===== src/shared/nvc_pkg.sv =====
/*
 * Package for the nonvolatile SRAM host controller: key addresses, timing figures
 * and derived cycle counts, and the command and state enumerations.
 * Assumes a 25 MHz system clock; every timing but CYCLE_ALLOW_US is re-derived from the clock period.
 */
package nvc_pkg;

   // ----------------------------------------------------------------
   // Clock and geometry
   // ----------------------------------------------------------------
   localparam int CLK_PERIOD_NS = 40;
   localparam int ADDR_WIDTH    = 13;
   localparam int DATA_WIDTH    = 8;

   // ----------------------------------------------------------------
   // Key sequence addresses
   // ----------------------------------------------------------------
   localparam logic [12:0] KEY_ADDR0      = 13'h0000;
   localparam logic [12:0] KEY_ADDR1      = 13'h1555;
   localparam logic [12:0] KEY_ADDR2      = 13'h0AAA;
   localparam logic [12:0] KEY_ADDR3      = 13'h1FFF;
   localparam logic [12:0] KEY_ADDR4      = 13'h10F0;
   localparam logic [12:0] KEY_STORE_LAST = 13'h0F0F;
   localparam logic [12:0] KEY_RECALL_LAST = 13'h0F0E;

   // ----------------------------------------------------------------
   // Timing figures in their own units
   // ----------------------------------------------------------------
   localparam int ACCESS_NS          = 55;    // Slowest read access and write pulse.
   localparam int STORE_DURATION_MS  = 10;
   localparam int CYCLE_ALLOW_US     = 1;
   localparam int INHIBIT_RELEASE_NS = 700;
   localparam int STORE_PULSE_NS     = 15;
   localparam int BUSY_REPLY_NS      = 300;
   localparam int POWERUP_RECALL_US  = 550;
   localparam int RECALL_DURATION_US = 20;

   // ----------------------------------------------------------------
   // Derived cycle counts (least times round up)
   // ----------------------------------------------------------------
   localparam int ACCESS_CYC      = (ACCESS_NS + CLK_PERIOD_NS - 1) / CLK_PERIOD_NS;
   localparam int STORE_PULSE_CYC = (STORE_PULSE_NS + CLK_PERIOD_NS - 1) / CLK_PERIOD_NS;
   localparam int BUSY_REPLY_CYC  = (BUSY_REPLY_NS + CLK_PERIOD_NS - 1) / CLK_PERIOD_NS;
   localparam int RELEASE_CYC     = (INHIBIT_RELEASE_NS + CLK_PERIOD_NS - 1) / CLK_PERIOD_NS;
   localparam int RECALL_CYC      = (RECALL_DURATION_US * 1000 + CLK_PERIOD_NS - 1)
                                    / CLK_PERIOD_NS;
   localparam int STORE_CYC       = (STORE_DURATION_MS * 1000000 + CLK_PERIOD_NS - 1)
                                    / CLK_PERIOD_NS;
   localparam int POWERUP_CYC     = (POWERUP_RECALL_US * 1000 + CLK_PERIOD_NS - 1)
                                    / CLK_PERIOD_NS;
   localparam int TIMER_WIDTH     = 24;

   // ----------------------------------------------------------------
   // Commands and states
   // ----------------------------------------------------------------
   typedef enum logic [2:0] {
      NVC_CMD_READ,
      NVC_CMD_WRITE,
      NVC_CMD_SW_STORE,
      NVC_CMD_SW_RECALL,
      NVC_CMD_HW_STORE
   } nvc_cmd_t;

   typedef enum {
      NVC_POWERUP,
      NVC_IDLE,
      NVC_SETUP,
      NVC_STROBE,
      NVC_GAP,
      NVC_WAIT_NV,
      NVC_HSB_PULSE,
      NVC_HSB_WAIT_LOW,
      NVC_HSB_WAIT_HIGH,
      NVC_RECOVER
   } nvc_state_t;

endpackage : nvc_pkg


===== src/hw/nvc_sync.sv =====
/*
 * Two flip-flop synchroniser for one level from a pin.
 * Assumes the input may change at any time relative to clk.
 */
module nvc_sync
   import nvc_pkg::*;
#(
   parameter logic RESET_VALUE = 1'b1
) (
   input  wire logic clk,
   input  wire logic reset_n,
   input  wire logic async_in,
   output logic      sync_out
);

   // ----------------------------------------------------------------
   // Synchroniser
   // ----------------------------------------------------------------
   logic stage1;

   // The first stage feeds only the second stage.
   always_ff @(posedge clk or negedge reset_n) begin
      if (!reset_n) begin
         stage1   <= RESET_VALUE;
         sync_out <= RESET_VALUE;
      end else begin
         stage1   <= async_in;
         sync_out <= stage1;
      end
   end

endmodule // nvc_sync


===== src/hw/nvc_host.sv =====
/*
 * Host controller for an 8192 x 8 nonvolatile SRAM: reads, writes, software store
 * and recall key sequences, hardware store requests on the shared busy line.
 * Assumes the memory pins connect directly; store_busy_n has an external pull-up.
 */
// Operation
// - address held stable through whole write.
// - output enable stays high during writes.
// - key addresses issued in exact order.
// - write enable high for all key cycles.
// - request pulse held low at least 15 ns.
// - busy line only pulled low, never high.
module nvc_host
   import nvc_pkg::*;
#(
   parameter int STORE_CYCLES   = STORE_CYC,
   parameter int POWERUP_CYCLES = POWERUP_CYC
) (
   input  wire logic                  clk,
   input  wire logic                  reset_n,
   input  wire logic                  cmd_valid,
   input  wire nvc_cmd_t              cmd_op,
   input  wire logic [ADDR_WIDTH-1:0] cmd_addr,
   input  wire logic [DATA_WIDTH-1:0] cmd_wdata,
   output logic                       cmd_ready,
   output logic                       rsp_valid,
   output logic [DATA_WIDTH-1:0]      rsp_rdata,
   output logic                       nv_busy,
   output logic [ADDR_WIDTH-1:0]      address_pins,
   output logic                       chip_enable_n,
   output logic                       write_enable_n,
   output logic                       output_enable_n,
   input  wire logic [DATA_WIDTH-1:0] data_pins_in,
   output logic [DATA_WIDTH-1:0]      data_pins_out,
   output logic                       data_pins_oe_n,
   input  wire logic                  store_busy_n_in,
   output logic                       store_busy_n_out,
   output logic                       store_busy_n_oe_n
);

   // ----------------------------------------------------------------
   // Pin synchronisers
   // ----------------------------------------------------------------
   logic                  busy_pin_n;
   logic [DATA_WIDTH-1:0] data_sync;

   nvc_sync #(.RESET_VALUE(1'b1)) u_busy_sync (
      .clk      (clk),
      .reset_n  (reset_n),
      .async_in (store_busy_n_in),
      .sync_out (busy_pin_n)
   );

   // Read data is only sampled long after it settles, so per-bit sync is safe.
   for (genvar i = 0; i < DATA_WIDTH; i++) begin : g_dsync
      nvc_sync #(.RESET_VALUE(1'b0)) u_dsync (
         .clk      (clk),
         .reset_n  (reset_n),
         .async_in (data_pins_in[i]),
         .sync_out (data_sync[i])
      );
   end

   // ----------------------------------------------------------------
   // Sequencer state
   // ----------------------------------------------------------------
   nvc_state_t             state, next_state;
   nvc_cmd_t               op, next_op;
   logic [TIMER_WIDTH-1:0] timer, next_timer;
   logic [2:0]             key_idx, next_key_idx;
   logic [ADDR_WIDTH-1:0]  addr, next_addr;
   logic [DATA_WIDTH-1:0]  wdata, next_wdata;
   logic [DATA_WIDTH-1:0]  rdata, next_rdata;
   logic                   rvalid, next_rvalid;
   logic                   ce_n, next_ce_n;
   logic                   we_n, next_we_n;
   logic                   oe_n, next_oe_n;
   logic                   drive, next_drive;
   logic                   pull, next_pull;

   // Key address for the current step of a sequence.
   function automatic logic [ADDR_WIDTH-1:0] key_addr(input logic [2:0] idx,
                                                      input nvc_cmd_t   kind);
      unique case (idx)
         3'h0:    key_addr = KEY_ADDR0;
         3'h1:    key_addr = KEY_ADDR1;
         3'h2:    key_addr = KEY_ADDR2;
         3'h3:    key_addr = KEY_ADDR3;
         3'h4:    key_addr = KEY_ADDR4;
         default: key_addr = (kind == NVC_CMD_SW_STORE) ? KEY_STORE_LAST : KEY_RECALL_LAST;
      endcase
   endfunction

   // Next-state logic for the whole pin sequencer.
   always_comb begin
      next_state   = state;
      next_op      = op;
      next_timer   = (timer != '0) ? timer - 1'b1 : timer;
      next_key_idx = key_idx;
      next_addr    = addr;
      next_wdata   = wdata;
      next_rdata   = rdata;
      next_rvalid  = 1'b0;
      next_ce_n    = ce_n;
      next_we_n    = we_n;
      next_oe_n    = oe_n;
      next_drive   = drive;
      next_pull    = pull;
      unique case (state)
         NVC_POWERUP: begin
            if (timer == '0) begin
               next_state = NVC_IDLE;
            end
         end
         NVC_IDLE: begin
            if (!busy_pin_n) begin
               next_state = NVC_HSB_WAIT_HIGH;
            end else if (cmd_valid) begin
               next_op      = cmd_op;
               next_addr    = cmd_addr;
               next_wdata   = cmd_wdata;
               next_key_idx = 3'h0;
               if (cmd_op == NVC_CMD_HW_STORE) begin
                  next_pull  = 1'b1;
                  next_timer = TIMER_WIDTH'(STORE_PULSE_CYC);
                  next_state = NVC_HSB_PULSE;
               end else begin
                  if (cmd_op == NVC_CMD_SW_STORE || cmd_op == NVC_CMD_SW_RECALL) begin
                     next_addr = KEY_ADDR0;
                  end
                  next_state = NVC_SETUP;
               end
            end
         end
         NVC_SETUP: begin
            next_ce_n  = 1'b0;
            next_timer = TIMER_WIDTH'(ACCESS_CYC + 2);
            if (op == NVC_CMD_WRITE) begin
               next_we_n  = 1'b0;
               next_drive = 1'b1;
            end else if (op == NVC_CMD_READ) begin
               next_oe_n = 1'b0;
            end
            next_state = NVC_STROBE;
         end
         NVC_STROBE: begin
            if (timer == '0) begin
               next_ce_n  = 1'b1;
               next_we_n  = 1'b1;
               next_oe_n  = 1'b1;
               next_state = NVC_GAP;
               if (op == NVC_CMD_READ) begin
                  next_rdata  = data_sync;
                  next_rvalid = 1'b1;
               end
            end
         end
         NVC_GAP: begin
            next_drive = 1'b0;
            if (op == NVC_CMD_SW_STORE || op == NVC_CMD_SW_RECALL) begin
               if (key_idx == 3'h5) begin
                  next_timer = (op == NVC_CMD_SW_STORE) ? TIMER_WIDTH'(STORE_CYCLES)
                                                        : TIMER_WIDTH'(RECALL_CYC);
                  next_state = NVC_WAIT_NV;
               end else begin
                  next_key_idx = key_idx + 3'h1;
                  next_addr    = key_addr(key_idx + 3'h1, op);
                  next_state   = NVC_SETUP;
               end
            end else begin
               next_state = NVC_IDLE;
            end
         end
         // wait out the store or recall
         NVC_WAIT_NV: begin
            if (timer == '0) begin
               next_state = NVC_IDLE;
            end
         end
         NVC_HSB_PULSE: begin
            if (timer == '0) begin
               next_pull  = 1'b0;
               next_timer = TIMER_WIDTH'(BUSY_REPLY_CYC + 2);
               next_state = NVC_HSB_WAIT_LOW;
            end
         end
         NVC_HSB_WAIT_LOW: begin
            if (!busy_pin_n) begin
               next_state = NVC_HSB_WAIT_HIGH;
            end else if (timer == '0) begin
               next_timer = TIMER_WIDTH'(RELEASE_CYC);
               next_state = NVC_RECOVER;
            end
         end
         NVC_HSB_WAIT_HIGH: begin
            if (busy_pin_n) begin
               next_timer = TIMER_WIDTH'(RELEASE_CYC);
               next_state = NVC_RECOVER;
            end
         end
         NVC_RECOVER: begin
            if (timer == '0) begin
               next_state = NVC_IDLE;
            end
         end
         default: next_state = NVC_IDLE;
      endcase
   end

   // Registers of the sequencer.
   always_ff @(posedge clk or negedge reset_n) begin
      if (!reset_n) begin
         state   <= NVC_POWERUP;
         op      <= NVC_CMD_READ;
         timer   <= TIMER_WIDTH'(POWERUP_CYCLES);
         key_idx <= 3'h0;
         addr    <= '0;
         wdata   <= '0;
         rdata   <= '0;
         rvalid  <= 1'b0;
         ce_n    <= 1'b1;
         we_n    <= 1'b1;
         oe_n    <= 1'b1;
         drive   <= 1'b0;
         pull    <= 1'b0;
      end else begin
         state   <= next_state;
         op      <= next_op;
         timer   <= next_timer;
         key_idx <= next_key_idx;
         addr    <= next_addr;
         wdata   <= next_wdata;
         rdata   <= next_rdata;
         rvalid  <= next_rvalid;
         ce_n    <= next_ce_n;
         we_n    <= next_we_n;
         oe_n    <= next_oe_n;
         drive   <= next_drive;
         pull    <= next_pull;
      end
   end

   // ----------------------------------------------------------------
   // Outputs
   // ----------------------------------------------------------------
   // Pins come from registers except store_busy_n_out, which is tied low; ready and busy status are decoded from state and the synchronised busy line.
   assign cmd_ready         = (state == NVC_IDLE) && busy_pin_n;
   assign rsp_valid         = rvalid;
   assign rsp_rdata         = rdata;
   assign nv_busy           = (state != NVC_IDLE) || !busy_pin_n;
   assign address_pins      = addr;
   assign chip_enable_n     = ce_n;
   // key cycles keep write enable high
   assign write_enable_n    = we_n;
   assign output_enable_n   = oe_n;
   assign data_pins_out     = wdata;
   assign data_pins_oe_n    = !drive;
   assign store_busy_n_out  = 1'b0;
   assign store_busy_n_oe_n = !pull;

endmodule // nvc_host


===== config.mk =====
export PLATFORM = sky130hd
export DESIGN_NAME = nvc_host
export DESIGN_NICKNAME = d
export VERILOG_FILES = /design/src/shared/nvc_pkg.sv /design/src/hw/nvc_sync.sv /design/src/hw/nvc_host.sv
export SDC_FILE = /design/constraint.sdc
export NUM_CORES = 1
export LEC_CHECK = 0
export BUFFER_PORTS_ARGS = -buffer_cell sky130_fd_sc_hd__buf_4
export CAP_MARGIN = 20
export CORE_MARGIN = 10
export CORE_UTILIZATION = 35
export DETAILED_ROUTE_END_ITERATION = 12
export PLACE_DENSITY = 0.53
export SLEW_MARGIN = 20
export SYNTH_ARGS = -nofsm -noshare
export SYNTH_HDL_FRONTEND = slang
export SYNTH_SLANG_ARGS = --single-unit

===== constraint.sdc =====
create_clock -name clk -period 5.25 [get_ports clk]
set_input_delay 0 -clock clk [delete_from_list [all_inputs] [get_ports clk]]
set_output_delay 0 -clock clk [all_outputs]
set_load 0.01 [all_outputs]

Word level (Yosys, flattened, before mapping)
Index checks and enable logic that the tools add are counted.
Storage, ports and cells
  input port bits: 36
  bits in registers: 115
  latch bits: 0
  memory bits (writable): 0
  output and inout bits: 38
  logic and storage cells: 150
  ROM bits: 0
  memories: 0
Cells by class
  add/subtract/negate cells: 2
  magnitude comparators: 0
  mux-type cells: 55
  div/mod/pow operators: 0
  bitwise operators: 0
  equal/unequal tests: 36
  multiply operators: 0
  reductions and logical operators: 26
  shift-type cells: 0
Operators by type and width (count)
  $mux 32: 9
  $pmux 32 s8: 1
  $mux 24: 10
  $pmux 24 s6: 1
  $eq 32x3->1 const B: 4
  $eq 32x2->1 const B: 3
  $mux 13: 6
  $pmux 13 s5: 1
  $eq 32x4->1 const B: 2
  $eq 32x1->1 const B: 1
  $logic_not 32->1: 1
  $ne 32x2->1 const B: 1
  $pmux 13 s2: 1
  $logic_not 24->1: 1
  $reduce_bool 24->1: 1
  $sub 24x1->24 const B: 1
  $eq 3x2->1 const B: 6
  $mux 18: 1
  $mux 3: 6
  $ne 2x2->1 const B: 9
  $mux 1: 13
  $pmux 1 s2: 5
  $reduce_and 5->1: 2
  $eq 3x3->1 const B: 3
  other kinds (15): 30

Logic depth before layout (Yosys ltp)
  depth in word-level cells: 7
  mapped depth: 11
  mapped depth without buffers: 9

Cells and area by module
A second synthesis with hierarchy kept.
Unflattened totals
  cell total of the unflattened synthesis: 423
  area total of the unflattened synthesis: 4356.7 µm²
By module, submodules not included
  nvc_host: cells each 405, seq. area each 1741.7 µm², instances 1, area an instance 3903.7 µm²
  nvc_sync (g_dsync[0].u_dsync ...): cells each 2, seq. area each 50.0 µm², instances 8, area an instance 50.0 µm²
  nvc_sync (u_busy_sync): cells each 2, seq. area each 52.6 µm², instances 1, area an instance 52.6 µm²

Least setup slack after synthesis
Ideal clock, no wire load.
  path kind: register to register
  from: register timer[11]
  to: register timer[0]
  required time: 5.185 ns
  path buffers: 2
  library setup time: 0.065 ns
  path slack: 2.970 ns
  data arrival time: 2.215 ns
  cell stages (with the launch flop): 11
  path through: dfrtp_1 or4_4 or2_4 nor4_4 buf_6 inv_2 buf_2 ha_1 nor2b_1 o21ai_0 nand2_1
Between the ends
  word-level cells in the longest chain between the ends: 6
RTL lines
  start: declaration: line nvc_host.sv:69  | logic [TIMER_WIDTH-1:0] timer, next_timer;
  start signal: assignment: line nvc_host.sv:215  | timer <= TIMER_WIDTH'(POWERUP_CYCLES);
  start signal: assignment: line nvc_host.sv:229  | timer <= next_timer;
  $reduce_bool 24->1: line nvc_host.sv:98  | next_timer = (timer != '0) ? timer - 1'b1 : timer;
  $mux 24: line nvc_host.sv:98
  $mux 24: line nvc_host.sv:123  | if (cmd_op == NVC_CMD_HW_STORE) begin
  $mux 24: line nvc_host.sv:118  | end else if (cmd_valid) begin
  $mux 24: line nvc_host.sv:116  | if (!busy_pin_n) begin
  $pmux 24 s6 (*): line nvc_host.sv:109  | unique case (state)
  via next_timer[0]: line nvc_host.sv:69
The timed path passes the listed nets; every way through them passes the cells marked *.
A chain may end at the register's enable or synchronous reset.

Worst setup path after layout
  from: register state[0]
  to: register addr[1] (netlist: address_pins[1])
Between the ends
  word-level cells in the longest chain between the ends: 3
RTL lines
  start: declaration: line nvc_host.sv:67  | nvc_state_t state, next_state;
  start signal: assignment: line nvc_host.sv:227  | state <= next_state;
  $eq 32x1->1 / $eq 32x3->1 (equally long branches): line nvc_host.sv:109
  $ne 2x1->1 (no source line) (tied with other cells)
  $reduce_and 5->1 (no source line)
  end signal: assignment: line nvc_host.sv:231  | addr <= next_addr;
  end: declaration: line nvc_host.sv:71  | logic [ADDR_WIDTH-1:0] addr, next_addr;
Several ways; a longest one is shown, not always the timed one.

==> flow_summary.ini <==
[setup_path]
crit_required_ps = 5460
endpoint_kind = flip-flop
critPathMaxFanout = 22
crit_path_start_kind = flip-flop
crit_type = reg -> reg
arrival_ps = 3190

[timing]
drv_slew = 0
skew_ps = 9.79
setup_violations = 0
max_freq_mhz = 336
fin_crit_sh_pct = 56.7
tightest_slew_ps = 1080
max_slew_margin_pct = 28.2
hold_violations = 0
setup-tns-final_ps = 0
fin_crit_ps = 2980
rsz0062_at_grt = false

[power]
power.leakage_nw = 2.43
ir_worst_vdd_mv = 0.304
total_power_mw = 2.78
powerDensity_mw_per_mm2 = 512

[yosys]
syn_nets = 451
synth_warnings = 0
synth_flop_cell = dfrtp_1
ys_async_sr_fraction_pct = 100
avgSynthCellArea_um2 = 10.1
netlist_instances = 407
ys_seq_area_share_pct = 53.4
synth.distinct_cells = 52
ys_seq_elements = 87
netlist_area_mm2 = 0.00411
synth-edff-count = 0

[floorplan]
design.core.area_mm2 = 0.0115
die_width_um = 128
die_area_mm2 = 0.0165
die_h_um = 128
pin_count = 74
row_count = 39
initial_core_util_pct = 35.9

[job]
cap_viol_max_count = 0

[routing]
first_pass_iters = 4
totalWireLength_um = 9990
viasPerCell = 4.99
drt_iter0_markers = 272
antenna_left = 0
wl_per_cell_um = 15.2
route.vias.total = 3278
drc_errors = 0

[cts]
worstSkewPairLatency_ps = 340
cts_tree = built
clock-sinks = 87
cts_setup_buffers = 0
cts_buffers = 9
cts_max_level = 3
cts_resized = 0
clock-root-buffer = clkbuf_16
clk_pin_slew_worst_paths_ps = 70
cts_buffer_depth = 2

[global_route]
grt_max_degree = 75
overflow = 0
grt_pass1_wl_um = 17000
antenna_found_initial = 0
global_route.usage.total_pct = 12.5
grt_pass1_vias = 3354

[run_status]
status = finished, final reports clean

[finish]
postLayoutCoreUtil_pct = 47.4
layout-drive-gt1-share_pct = 25.5
post-route-cell-area_mm2 = 0.00543
diodes = 0
area_delta_synth_final_pct = 32.1
final_net_count = 553

[placement]
portBuffers = 72
placed_cell_area_mm2 = 0.00475
place.gp.congestion = 0.783
dp_hpwl_um = 6960

[hold_path]
hp-class = in -> async
critical path: stages (launching register included):
cell and delay, ps:
dfrtp_1 620, nor4b_1 970, nand2_1 230, a21oi_1 330, a21oi_1 80, buf_4 220
nor2_1 290, a21oi_1 110
routing by layer:
layer	share of wire, %	GRT usage, %	wire length (um)	vias up
met5	0	0	0	-
met3	5.4	4.48	536	5
li1	-	-	-	1629
met1	46	16.1	4620	1583
met4	0.95	4.17	95	0
met2	47	19.1	4740	61
cell type report:
cell class              count  area [um2]
multi-input cells         291        1780
repair buffers            108         896
inverters                  12        45.0
clock inverters             7         113
fillers                  1063        6030
well taps                 143         179
flip-flops and latches     87        2190
clock buffers               9         225
synth_stat cells, types with 3 or more instances:
cell type | instances | area (um2)
nand3_1 | 9 | 45.0
nor2_1 | 41 | 154
o31ai_1 | 3 | 22.5
or3_1 | 5 | 31.3
a31oi_1 | 4 | 25.0
o21ai_0 | 31 | 155
xor2_1 | 11 | 96.3
buf_2 | 4 | 20.0
nor3b_1 | 3 | 22.5
nor2b_1 | 7 | 43.8
ha_1 | 8 | 100
clkbuf_1 | 8 | 30.0
dfstp_2 | 14 | 368
nand4_1 | 3 | 18.8
xnor2_1 | 8 | 70.1
mux2_2 | 18 | 203
dfrtp_1 | 73 | 1830
nand2b_1 | 8 | 50.1
inv_1 | 11 | 41.3
nor3_1 | 15 | 75.1
a21o_1 | 3 | 22.5
a21oi_1 | 37 | 185
nand2_1 | 43 | 161
nor4_1 | 5 | 31.3
cells by family (layout without fill, tap and decap cells):
kind of cell / Yosys count / in the layout / synth area share (%)
xor+xnor: 19 / 19 / 4.05
compound gates: 91 / 91 / 12.9
flops: 87 / 87 / 53.4
mux: 18 / 18 / 4.93
fa+ha+maj: 8 / 8 / 2.43
other cells: 1 / 1 / 0.0912
simple gates: 154 / 154 / 18.9
buf+inv: 29 / 136 / 3.32
flip-flops by register name, summed over array words and instances (netlist names):
register	cells
u_busy_sync.stage1	1
op	3
pull	1
write_enable_n	1
drive	1
rsp_valid	1
output_enable_n	1
data_pins_out	8
key_idx	3
timer	24
g_dsync.u_dsync.sync_out	8
address_pins	13
g_dsync.u_dsync.stage1	8
chip_enable_n	1
state	4
rsp_rdata	8
u_busy_sync.sync_out	1
report_power, final:
part	leakage, nW	total, mW	switching [mW]	internal (mW)
Sequential	1.06	1.09	0.206	0.884
Clock	0.161	0.716	0.288	0.428
Combinational	1.21	0.974	0.502	0.472
Total	2.43	2.78	0.996	1.78
timing repair:
| item | in CTS | in global routing |
|---|---|---|
| endpoints found under the hold margin | 46 | 0 |
| setup endpoints to repair | 0 | 0 |
| hold buffers | 34 | 0 |
metrics by stage:
stage	hold slack, ps	setup slack [ps]	std cells
finish	50.4	2270	657
detailed placement	-140	2300	607
floorplan	-296	2970	407
CTS	28.4	2290	657
global placement	-145	2220	607
global route	62.4	1960	657
placed cells by master (no fill, tap or decap), types with 4 or more instances in the layout:
cell / n
a31oi_1: 4
nor4_1: 5
inv_1: 11
xnor2_1: 8
nor2b_1: 7
nand3_1: 9
nand2_1: 43
nand2b_1: 8
dfstp_2: 14
nor3_1: 15
mux2_2: 18
ha_1: 8
a21oi_1: 37
buf_4: 74
or3_1: 5
clkbuf_16: 9
o21ai_0: 31
xor2_1: 11
dfrtp_1: 73
nor2_1: 41
dlygate4sd3_1: 34
worst paths after layout:
check                                               to                      start  slack (ps)  cells past startpoint
max                                    address_pins[1]                   state[0]        2270                      7
min                                          timer[14]                    reset_n          50                      2
max reg2reg                            address_pins[1]                   state[0]        2270                      7
min reg2reg                g_dsync[2].u_dsync.sync_out  g_dsync[2].u_dsync.stage1         350                      0
max in group asynchronous                     state[0]                    reset_n        4020                      3
min in group clk                              state[1]                  cmd_valid         130                      4
(Power assumes the default switching activity.)
